$ cat src/include/fcdma_pkg.sv
// Package of constants and types for the four-channel DMA controller
//
// Operation
// RULE_01: Four channels, any bus to any bus
// RULE_02: Start by software, peripheral or pin
// RULE_03: Hardware mode uses one selected source
// RULE_04: Fixed five-entry source table per channel
// RULE_05: Idle waits, acknowledge and interrupt low
// RULE_06: Load raises acknowledge, loads count field
// RULE_07: Atomic read then write, repeat per service
// RULE_08: Count decrements per completed atomic operation
// RULE_09: Interrupt at count zero when enabled
// RULE_10: Acknowledge clears at zero or single end
// RULE_11: Single service returns idle each operation
// RULE_12: Whole service stays until count zero
// RULE_13: Demand and handshake external protocols supported
// RULE_14: External request synchronised twice first
// RULE_15: Acknowledge, then bus request, then transfer
// RULE_16: Sample synced request after each transfer
// RULE_17: Demand: continue while request still asserted
// RULE_18: Handshake: drop acknowledge within two cycles
// RULE_19: Requester asserts only after acknowledge high
// RULE_20: Burst four does four reads, four writes
// RULE_21: Unit does one read, one write
// RULE_22: Bus locked during each chunk
// RULE_23: Increment or fixed address, burst restores
// RULE_24: Burst reads buffered before writes
// RULE_25: Lowest channel wins bus arbitration
package fcdma_pkg;
    localparam int NUM_CH = 4;
    localparam int NUM_SRC = 5;
    localparam int BURST_LEN = 4;
    // Offsets inside a channel window
    localparam logic [7:0] CH_STRIDE = 8'h40;
    localparam logic [3:0] OFF_SRC = 4'h0;
    localparam logic [3:0] OFF_SRC_CTRL = 4'h4;
    localparam logic [3:0] OFF_DST = 4'h8;
    localparam logic [3:0] OFF_DST_CTRL = 4'hC;
    localparam logic [5:0] OFF_CTRL = 6'h10;
    localparam logic [5:0] OFF_STAT = 6'h14;
    localparam logic [5:0] OFF_CUR_SRC = 6'h18;
    localparam logic [5:0] OFF_CUR_DST = 6'h1C;
    localparam logic [5:0] OFF_TRIG = 6'h20;
    // Control word fields
    localparam int CTL_TC_MSB = 19;
    localparam int CTL_SIZE_LSB = 20;
    localparam int CTL_SEL_LSB = 24;
    localparam int CTL_HWSRC = 27;
    localparam int CTL_BURST = 28;
    localparam int CTL_INTEN = 29;
    localparam int CTL_WHOLE = 30;
    localparam int CTL_HSHAKE = 31;
    localparam int LOC_BIT = 1;
    localparam int INC_BIT = 0;
    localparam int TRIG_SW = 0;
    localparam int TRIG_STOP = 1;
    localparam logic [31:0] RESET_VAL = 32'h0000_0000;
    localparam logic [31:0] UNMAPPED_VAL = 32'h0000_0000;

    typedef enum logic [1:0] {FCDMA_IDLE, FCDMA_LOAD, FCDMA_XFER} fcdma_state_e;
    typedef enum logic [2:0] {FCDMA_A_IDLE, FCDMA_A_REQ, FCDMA_A_RD, FCDMA_A_WR, FCDMA_A_DONE, FCDMA_A_HOLD}
        fcdma_atom_e;

    typedef struct packed {
        logic        read;
        logic        write;
        logic        on_periph;
        logic [31:0] address;
        logic [31:0] writedata;
        logic [1:0]  size;
    } fcdma_mreq_s;
endpackage

$ cat src/hdl/fcdma_top.sv
// Four-channel DMA controller with Avalon-MM slave and master ports
//
// Implementation choices: the Avalon-MM slave port and the register offsets.
`timescale 1ns/100ps
module fcdma_top (
    // Clock and reset
    input  wire logic                  sys_clk,
    input  wire logic                  rst,
    // Avalon-MM register slave
    input  wire logic [7:0]            avs_address,
    input  wire logic                  avs_read,
    input  wire logic                  avs_write,
    input  wire logic [31:0]           avs_writedata,
    output logic      [31:0]           avs_readdata,
    output logic                       avs_waitrequest,
    // Peripheral requests, one per source slot, active high
    input  wire logic [3:0][4:0]       periph_request,
    // External request pins, active low, asynchronous
    input  wire logic                  ext_request_line_zero,
    input  wire logic                  ext_request_line_one,
    output logic      [1:0]            ext_dma_acknowledge_n,
    // Per-channel acknowledge and terminal interrupt
    output logic      [3:0]            chan_ack,
    output logic      [3:0]            chan_irq,
    // Shared bus master
    output fcdma_pkg::fcdma_mreq_s     mst_req,
    output logic                       mst_lock,
    input  wire logic                  mst_grant,
    input  wire logic                  mst_waitrequest,
    input  wire logic [31:0]           mst_readdata
);
    localparam int NC = fcdma_pkg::NUM_CH;

    logic [NC-1:0][31:0] src_reg, dst_reg, ctrl_reg, cur_src_reg, cur_dst_reg;
    logic [NC-1:0][1:0]  src_ctrl_reg, dst_ctrl_reg;
    logic [NC-1:0][19:0] tc_reg;
    logic [NC-1:0]       sw_req_reg, stop_reg;
    fcdma_pkg::fcdma_state_e [NC-1:0] st_reg;
    logic [1:0]          xs1_reg, xs2_reg;
    logic [1:0]          hs_wait_reg;
    logic [NC-1:0]       req_sel;
    logic [NC-1:0]       want_bus;

    // Atomic engine shared by all channels
    fcdma_pkg::fcdma_atom_e atom_reg;
    logic [1:0]          own_reg;
    logic [1:0]          beat_reg;
    logic [3:0][31:0]    buf_reg;
    logic                atom_done;

    // Decodes size field to byte step
    function automatic logic [31:0] size_step(input logic [1:0] sz);
        unique case (sz)
            2'd0:    size_step = 32'h0000_0001;
            2'd1:    size_step = 32'h0000_0002;
            default: size_step = 32'h0000_0004;
        endcase
    endfunction

    function automatic logic [2:0] beats_of(input logic [31:0] c);
        beats_of = c[fcdma_pkg::CTL_BURST] ? 3'(fcdma_pkg::BURST_LEN) : 3'd1;
    endfunction

    // Two-flop synchroniser on the active-low pins
    always_ff @(posedge sys_clk) begin
        if (rst) begin
            xs1_reg <= 2'b11;
            xs2_reg <= 2'b11;
        end else begin
            xs1_reg <= {ext_request_line_one, ext_request_line_zero};
            xs2_reg <= xs1_reg; // see RULE_14
        end
    end

    // Request source selection
    always_comb begin
        for (int c = 0; c < NC; c++) begin
            logic [2:0] sel;
            logic       hw;
            sel = ctrl_reg[c][fcdma_pkg::CTL_SEL_LSB +: 3];
            hw = 1'b0;
            if (sel < 3'(fcdma_pkg::NUM_SRC)) begin
                hw = periph_request[c][sel]; // see RULE_04
            end
            if (c < 2 && sel == 3'd0) begin
                hw = ~xs2_reg[c];
            end
            // Source select ignored in software mode
            req_sel[c] = ctrl_reg[c][fcdma_pkg::CTL_HWSRC] ? hw : sw_req_reg[c]; // see RULE_02 see RULE_03
        end
    end

    // Channel main state machines
    generate
        for (genvar c = 0; c < NC; c++) begin : g_ch
            logic ext_mode;
            logic last;
            logic hs_hold;
            logic [31:0] step;
            assign ext_mode = (c < 2) && ctrl_reg[c][fcdma_pkg::CTL_HWSRC]
                              && ctrl_reg[c][fcdma_pkg::CTL_SEL_LSB +: 3] == 3'd0;
            assign last = (tc_reg[c] == 20'd1);
            // Pin still low from the last op must not start another
            assign hs_hold = ext_mode && hs_wait_reg[c % 2];
            assign step = size_step(ctrl_reg[c][fcdma_pkg::CTL_SIZE_LSB +: 2]) * 32'(beats_of(ctrl_reg[c]));
            assign want_bus[c] = (st_reg[c] == fcdma_pkg::FCDMA_XFER) && !hs_hold
                                 && (req_sel[c] || !ctrl_reg[c][fcdma_pkg::CTL_HWSRC] || !ctrl_reg[c][fcdma_pkg::CTL_WHOLE])
                                 && tc_reg[c] != 20'd0; // see RULE_17

            always_ff @(posedge sys_clk) begin
                if (rst) begin
                    st_reg[c] <= fcdma_pkg::FCDMA_IDLE;
                    tc_reg[c] <= 20'd0;
                    chan_ack[c] <= 1'b0;
                    chan_irq[c] <= 1'b0;
                    cur_src_reg[c] <= fcdma_pkg::RESET_VAL;
                    cur_dst_reg[c] <= fcdma_pkg::RESET_VAL;
                end else begin
                    unique case (st_reg[c])
                        fcdma_pkg::FCDMA_IDLE: begin
                            chan_ack[c] <= 1'b0; // see RULE_05
                            chan_irq[c] <= 1'b0;
                            if (req_sel[c] && !stop_reg[c] && !hs_hold
                                && ctrl_reg[c][fcdma_pkg::CTL_TC_MSB:0] != 20'd0) begin // see RULE_19
                                st_reg[c] <= fcdma_pkg::FCDMA_LOAD;
                            end
                        end
                        fcdma_pkg::FCDMA_LOAD: begin
                            chan_ack[c] <= 1'b1; // see RULE_06
                            if (tc_reg[c] == 20'd0) begin
                                tc_reg[c] <= ctrl_reg[c][fcdma_pkg::CTL_TC_MSB:0];
                                cur_src_reg[c] <= src_reg[c];
                                cur_dst_reg[c] <= dst_reg[c];
                            end
                            st_reg[c] <= fcdma_pkg::FCDMA_XFER;
                        end
                        fcdma_pkg::FCDMA_XFER: begin
                            if (atom_done && own_reg == 2'(c)) begin
                                tc_reg[c] <= tc_reg[c] - 20'd1; // see RULE_08
                                // Address update, fixed restores after a burst
                                if (!src_ctrl_reg[c][fcdma_pkg::INC_BIT]) begin // see RULE_23
                                    cur_src_reg[c] <= cur_src_reg[c] + step;
                                end
                                if (!dst_ctrl_reg[c][fcdma_pkg::INC_BIT]) begin
                                    cur_dst_reg[c] <= cur_dst_reg[c] + step;
                                end
                                if (last && ctrl_reg[c][fcdma_pkg::CTL_INTEN]) begin
                                    chan_irq[c] <= 1'b1; // see RULE_09
                                end
                                if (last || !ctrl_reg[c][fcdma_pkg::CTL_WHOLE]) begin
                                    chan_ack[c] <= 1'b0; // see RULE_10 see RULE_11
                                    st_reg[c] <= fcdma_pkg::FCDMA_IDLE;
                                end
                            end else if (stop_reg[c]) begin
                                chan_ack[c] <= 1'b0;
                                st_reg[c] <= fcdma_pkg::FCDMA_IDLE;
                            end
                            // Whole service stays here until count zero or a stop request, see RULE_12
                        end
                        default: st_reg[c] <= fcdma_pkg::FCDMA_IDLE;
                    endcase
                end
            end
        end
    endgenerate

    // Handshake hold: after a transfer, wait for pin release, see RULE_13
    always_ff @(posedge sys_clk) begin
        if (rst) begin
            hs_wait_reg <= 2'b00;
        end else begin
            for (int c = 0; c < 2; c++) begin
                if (atom_done && own_reg == 2'(c) && ctrl_reg[c][fcdma_pkg::CTL_HSHAKE]) begin
                    hs_wait_reg[c] <= 1'b1; // see RULE_16
                end else if (xs2_reg[c]) begin
                    hs_wait_reg[c] <= 1'b0;
                end
            end
        end
    end

    // External acknowledge: active while channel acknowledges and, in handshake, until release
    always_ff @(posedge sys_clk) begin
        if (rst) begin
            ext_dma_acknowledge_n <= 2'b11;
        end else begin
            for (int c = 0; c < 2; c++) begin
                // Pin released seen at sync output drops ack next edge, see RULE_18
                ext_dma_acknowledge_n[c] <= !((chan_ack[c] && !(hs_wait_reg[c] && xs2_reg[c]))
                                              || (hs_wait_reg[c] && !xs2_reg[c])); // see RULE_15 see RULE_19
            end
        end
    end

    // Atomic sub-machine, fixed priority, bus locked across the chunk
    always_ff @(posedge sys_clk) begin
        if (rst) begin
            atom_reg <= fcdma_pkg::FCDMA_A_IDLE;
            own_reg <= 2'd0;
            beat_reg <= 2'd0;
            buf_reg <= '0;
            mst_req <= '0;
            mst_lock <= 1'b0;
            atom_done <= 1'b0;
        end else begin
            atom_done <= 1'b0;
            unique case (atom_reg)
                fcdma_pkg::FCDMA_A_IDLE: begin
                    for (int c = NC - 1; c >= 0; c--) begin
                        if (want_bus[c]) begin
                            own_reg <= 2'(c); // see RULE_25
                        end
                    end
                    if (|want_bus) begin
                        atom_reg <= fcdma_pkg::FCDMA_A_REQ;
                        mst_lock <= 1'b1; // see RULE_22
                    end
                end
                fcdma_pkg::FCDMA_A_REQ: begin
                    if (mst_grant) begin
                        beat_reg <= 2'd0;
                        mst_req.read <= 1'b1;
                        mst_req.on_periph <= src_ctrl_reg[own_reg][fcdma_pkg::LOC_BIT]; // see RULE_01
                        mst_req.address <= cur_src_reg[own_reg];
                        mst_req.size <= ctrl_reg[own_reg][fcdma_pkg::CTL_SIZE_LSB +: 2];
                        atom_reg <= fcdma_pkg::FCDMA_A_RD; // see RULE_07
                    end
                end
                fcdma_pkg::FCDMA_A_RD: begin
                    if (!mst_waitrequest) begin
                        buf_reg[beat_reg] <= mst_readdata; // see RULE_24
                        if (3'(beat_reg) + 3'd1 == beats_of(ctrl_reg[own_reg])) begin
                            beat_reg <= 2'd0;
                            mst_req.read <= 1'b0;
                            mst_req.write <= 1'b1;
                            mst_req.on_periph <= dst_ctrl_reg[own_reg][fcdma_pkg::LOC_BIT];
                            mst_req.address <= cur_dst_reg[own_reg];
                            mst_req.writedata <= (beat_reg == 2'd0) ? mst_readdata : buf_reg[0];
                            atom_reg <= fcdma_pkg::FCDMA_A_WR;
                        end else begin
                            beat_reg <= beat_reg + 2'd1; // see RULE_20 see RULE_21
                            mst_req.address <= mst_req.address + size_step(mst_req.size);
                        end
                    end
                end
                fcdma_pkg::FCDMA_A_WR: begin
                    if (!mst_waitrequest) begin
                        if (3'(beat_reg) + 3'd1 == beats_of(ctrl_reg[own_reg])) begin
                            mst_req.write <= 1'b0;
                            atom_reg <= fcdma_pkg::FCDMA_A_DONE;
                        end else begin
                            beat_reg <= beat_reg + 2'd1;
                            mst_req.address <= mst_req.address + size_step(mst_req.size);
                            mst_req.writedata <= buf_reg[beat_reg + 2'd1];
                        end
                    end
                end
                fcdma_pkg::FCDMA_A_DONE: begin
                    mst_lock <= 1'b0;
                    atom_done <= 1'b1;
                    atom_reg <= fcdma_pkg::FCDMA_A_HOLD;
                end
                fcdma_pkg::FCDMA_A_HOLD: begin
                    // One settling cycle so channel state reflects the finished chunk
                    atom_reg <= fcdma_pkg::FCDMA_A_IDLE;
                end
                default: atom_reg <= fcdma_pkg::FCDMA_A_IDLE;
            endcase
        end
    end

    // Register slave, one wait cycle per access so read data comes from a flop
    logic       acc_reg;
    logic [1:0] ach;
    logic [5:0] aoff;
    assign ach = avs_address[7:6];
    assign aoff = avs_address[5:0];

    always_ff @(posedge sys_clk) begin
        if (rst) begin
            acc_reg <= 1'b0;
            avs_waitrequest <= 1'b1;
            avs_readdata <= '0;
            src_reg <= '0;
            dst_reg <= '0;
            ctrl_reg <= '0;
            src_ctrl_reg <= '0;
            dst_ctrl_reg <= '0;
            sw_req_reg <= '0;
            stop_reg <= '0;
        end else begin
            for (int c = 0; c < NC; c++) begin
                if (st_reg[c] == fcdma_pkg::FCDMA_LOAD) begin
                    sw_req_reg[c] <= 1'b0;
                end
                if (st_reg[c] == fcdma_pkg::FCDMA_IDLE) begin
                    stop_reg[c] <= 1'b0;
                end
            end
            avs_waitrequest <= 1'b1;
            acc_reg <= 1'b0;
            if ((avs_read || avs_write) && !acc_reg) begin
                acc_reg <= 1'b1;
                avs_waitrequest <= 1'b0;
                avs_readdata <= fcdma_pkg::UNMAPPED_VAL;
                if (avs_write) begin
                    unique case (aoff)
                        6'(fcdma_pkg::OFF_SRC):      src_reg[ach] <= {1'b0, avs_writedata[30:0]};
                        6'(fcdma_pkg::OFF_SRC_CTRL): src_ctrl_reg[ach] <= avs_writedata[1:0];
                        6'(fcdma_pkg::OFF_DST):      dst_reg[ach] <= {1'b0, avs_writedata[30:0]};
                        6'(fcdma_pkg::OFF_DST_CTRL): dst_ctrl_reg[ach] <= avs_writedata[1:0];
                        fcdma_pkg::OFF_CTRL:         ctrl_reg[ach] <= avs_writedata;
                        fcdma_pkg::OFF_TRIG: begin
                            sw_req_reg[ach] <= avs_writedata[fcdma_pkg::TRIG_SW];
                            stop_reg[ach] <= avs_writedata[fcdma_pkg::TRIG_STOP];
                        end
                        default: ;
                    endcase
                end else begin
                    unique case (aoff)
                        6'(fcdma_pkg::OFF_SRC):      avs_readdata <= src_reg[ach];
                        6'(fcdma_pkg::OFF_SRC_CTRL): avs_readdata <= {30'd0, src_ctrl_reg[ach]};
                        6'(fcdma_pkg::OFF_DST):      avs_readdata <= dst_reg[ach];
                        6'(fcdma_pkg::OFF_DST_CTRL): avs_readdata <= {30'd0, dst_ctrl_reg[ach]};
                        fcdma_pkg::OFF_CTRL:         avs_readdata <= ctrl_reg[ach];
                        fcdma_pkg::OFF_STAT:         avs_readdata <= {8'd0, chan_irq[ach], chan_ack[ach],
                                                                      st_reg[ach], tc_reg[ach]};
                        fcdma_pkg::OFF_CUR_SRC:      avs_readdata <= cur_src_reg[ach];
                        fcdma_pkg::OFF_CUR_DST:      avs_readdata <= cur_dst_reg[ach];
                        default: ;
                    endcase
                end
            end
        end
    end
endmodule

$ cat config.mk
export PLATFORM = sky130hd
export DESIGN_NAME = fcdma_top
export DESIGN_NICKNAME = d
export VERILOG_FILES = /design/src/include/fcdma_pkg.sv /design/src/hdl/fcdma_top.sv
export SDC_FILE = /design/constraint.sdc
export NUM_CORES = 2
export LEC_CHECK = 0
export CORE_AREA = 10 10 346 348
export DETAILED_ROUTE_END_ITERATION = 8
export DIE_AREA = 0 0 356 358
export DONT_BUFFER_PORTS = 1
export PLACE_DENSITY_LB_ADDON = 0.12
export RECOVER_POWER = 25
export SYNTH_ARGS = -nofsm -noshare
export SYNTH_HDL_FRONTEND = slang
export SYNTH_SLANG_ARGS = --single-unit
$ cat constraint.sdc
create_clock -name sys_clk -period 4.6 [get_ports sys_clk]
set_clock_uncertainty 0.05 [all_clocks]
set_input_delay 0.46 -clock sys_clk [delete_from_list [all_inputs] [get_ports sys_clk]]
set_output_delay 0.46 -clock sys_clk [all_outputs]
set_load 0.01 [all_outputs]
==> results.sh <==
export IMPL_overflow=0
export IMPL_fin_crit_sh_pct=105
export IMPL_slew_headroom_pct=-158
export IMPL_leakage_nw=22.6
export IMPL_critPathMaxFanout=631
export IMPL_synthAdderAreaFrac_pct=1.91
export IMPL_synth_edff_count=0
export IMPL_finalWeightedCongestion=1.06
export IMPL_cts_sinks=1000
export IMPL_first_global_vias=54500
export IMPL_drt_iter0_drc=9831
export IMPL_synth_xor_area_share_pct=0.500
export IMPL_seq_area_frac_synth_pct=35.7
export IMPL_synth_simple_area_share_pct=21.7
export IMPL_synthTopCellsByArea="dfxtp_1 36%, mux4_2 12%, nand2_1 11%, a21oi_1 8.0%, clkbuf_1 3.5%"
export IMPL_critPathBufInv=2
export IMPL_fin_nets=7297
export IMPL_synth_top_area_cell="dfxtp_1"
export IMPL_num_vias=60300
export IMPL_initial_core_util_pct=49.9
export IMPL_power_density_nw_per_um2=292
export IMPL_chipWidth_um=356
export IMPL_root_buffer="clkbuf_16"
export IMPL_drc=0
export IMPL_final_util_pct=58.8
export IMPL_final_cells=8730
export IMPL_vdd_drop_max_v=0.000337
export IMPL_hold_violations=0
export IMPL_postSynth_asyncResetShare_pct=0
export IMPL_syn_area_um2=56100
export IMPL_worstMarginPinSlew_ns=3.86
export IMPL_place_inst=8025
export IMPL_hpwl_um=186000
export IMPL_rsz0062_at_grt="no"
export IMPL_syn_to_final_growth_pct=17.8
export IMPL_placed_area_um2=57200
export IMPL_ys_seq_elements=1000
export IMPL_drt_wl_total_um=273000
export IMPL_io_pins=213
export IMPL_post_cts_buffers=0
export IMPL_via_per_inst=6.90
export IMPL_cp_slowest_cell="clkinvlp_2"
export IMPL_critPathLaunchType="input port"
export IMPL_highest_layer="met5"
export IMPL_ys_warn_count=0
export IMPL_fin_crit_ns=4.83
export IMPL_cts_buffer_depth=3
export IMPL_muxShareOfSynthArea_pct=12.6
export IMPL_fmax_mhz=207
export IMPL_setup_violations=4
export IMPL_hold_class="input port to register"
export IMPL_drive_gt1_share_pct=10.4
export IMPL_detail_route_wl_per_cell_um=31.2
export IMPL_status="complete, but fails checks"
export IMPL_grt_usage_pct=41.0
export IMPL_syn_area_per_cell_um2=8.05
export IMPL_cp_end_kind="register"
export IMPL_crit_type="input port to register"
export IMPL_post_synth_top_count_cell="nand2_1"
export IMPL_wl_met1_um=102000
export IMPL_drtAntennaViolNets=0
export IMPL_wl_met3_um=39600
export IMPL_cts_made_buffers=112
export IMPL_antenna_found_initial=18
export IMPL_violations="capacitance limit, slew limit, setup timing"
export IMPL_cp_top_family="buffers and inverters"
export IMPL_grt_pass1_wl_um=388000
export IMPL_p_total_w=0.0193
export IMPL_dieArea_um2=127000
export IMPL_ys_dominant_reg_cell="dfxtp_1"
export IMPL_clock_latency_ns=0.74
export IMPL_setup_ws_ns=-0.234
export IMPL_synth_compound_area_share_pct=23.0
export IMPL_dpl_worst_slack_ns=0.603
export IMPL_route_met2_wl_um=109000
export IMPL_ctsHtreeMaxLevel=3
export IMPL_portBuffers=0
export IMPL_maxCapViolations=11
export IMPL_finalMaxSlewViolations=786
export IMPL_nFillCells=10200
export IMPL_path_cells="clkinvlp_2 -> clkbuf_1 -> nand2_1 -> o32ai_1"
export IMPL_die_h_um=358
export IMPL_synth_top_area_share_pct=35.7
export IMPL_core_area_um2=112000
export IMPL_synth_top_family_by_area="compound AO/OA/AOI/OAI gates"
export IMPL_dr_pass1_iters=8
export IMPL_cp_arrival_ns=5.25
export IMPL_fin_area_um2=66000
export IMPL_grt_start_max_net_pins=632
export IMPL_num_rows=123
export IMPL_synth_common_cells="1616 x nand2_1, 1000 x dfxtp_1, 891 x a21oi_1"
export IMPL_cts_tree="built"
export IMPL_syn_inst=6962
export IMPL_crit_required_ns=5.02
export IMPL_cpPeakStageDelay_ns=2.18
export IMPL_clkSlewWorstSetupHoldPaths_ns=0.06
export IMPL_synth_distinct_cells=92
==> metal layers <==
| layer | vias to the layer above | GRT usage [%] |
|---|---|---|
| met3 | 846 | 14.0 |
| met4 | 12 | 28.7 |
| met5 | - | 0 |
| li1 | 25900 | - |
| met1 | 29200 | 53.2 |
| met2 | 4367 | 56.5 |
==> path summary, 6_finish.rpt <==
kind,cells past startpoint,startpoint,to,slack (ns)
max reg2reg,8,acc_reg$_SDFF_PP0_,ctrl_reg[44]$_SDFFE_PP0P_,0.25
max,4,rst,cur_src_reg[45]$_SDFFE_PP0P_,-0.23
min,4,mst_readdata[17],mst_req[19]$_SDFFE_PP0P_,0.03
min reg2reg,2,buf_reg[58]$_SDFFE_PP0P_,buf_reg[58]$_SDFFE_PP0P_,0.41
==> worst min-delay path: cells and delay by family <==
kind            cells  cell delay (ns)
mux                 1             0.05
simple gates        1             0.06
compound gates      2             0.20
==> placed cells by master, fill, tap and decap left out, types with 20 or more instances in the layout <==
master	instances
a311oi_1	30
o32ai_1	26
buf_4	143
clkbuf_1	34
nand2_1	1609
nor2_1	332
o22ai_1	41
and3_1	64
a22oi_1	101
a211oi_1	138
a21oi_1	889
o211ai_1	69
or3_1	33
nand4_1	61
a21o_1	66
mux2i_1	50
o31ai_1	63
clkbuf_16	112
nand3_1	168
nor3_1	124
a221oi_1	21
a31oi_1	93
ha_1	70
o21a_1	30
dfxtp_1	997
dlygate4sd3_1	474
inv_1	69
xnor2_1	27
clkinv_2	20
nor4_1	90
o21ai_0	332
mux4_2	288
or4_1	29
and2_1	34
and4_1	28
clkbuf_8	28
o41ai_1	30
==> through the flow <==
stage,setup TNS [ns],hold slack (ns)
after floorplan,0,0.339
after global placement,0,0.388
after detailed placement,0,0.395
after CTS,0,0.00205
after global routing,0,0.0436
final,-0.581,0.0255
==> cell families (layout without fill, tap and decap cells) <==
group,Yosys count,in the layout
simple gates,2735,2735
buf+inv,672,922
mux,347,347
fa+ha+maj,80,80
flops,1000,1000
compound gates,2095,2095
xor+xnor,32,32
other cells,1,19
==> layout make-up <==
class,count,area (um2),area share (%)
Antenna cell,16,40.0,0.0606
Clock buffer,158,3260,4.93
Clock inverter,53,807,1.22
Inverter,70,264,0.400
Multi-Input combinational cell,5292,33700,51.1
Sequential cell,1000,20000,30.3
Tap cell,1500,1880,2.84
Timing Repair Buffer,641,6030,9.14
==> where the power goes <==
group	leakage (nW)	total, W	switching (W)	internal, W
registers	8.05	0.00867	0.00000874	0.00866
clock network	2.00	0.0101	0.00413	0.00599
logic	12.6	0.000455	0.000295	0.000160
total	22.6	0.0193	0.00444	0.0148
==> timing repair <==
| item | in CTS | in global routing |
|---|---|---|
| endpoints found under the setup margin | 0 | 0 |
| hold buffers | 478 | 0 |
| gates resized for setup | 0 | 0 |
| hold endpoints to repair | 771 | 0 |
Note: power is estimated with default switching activity, not from simulation.
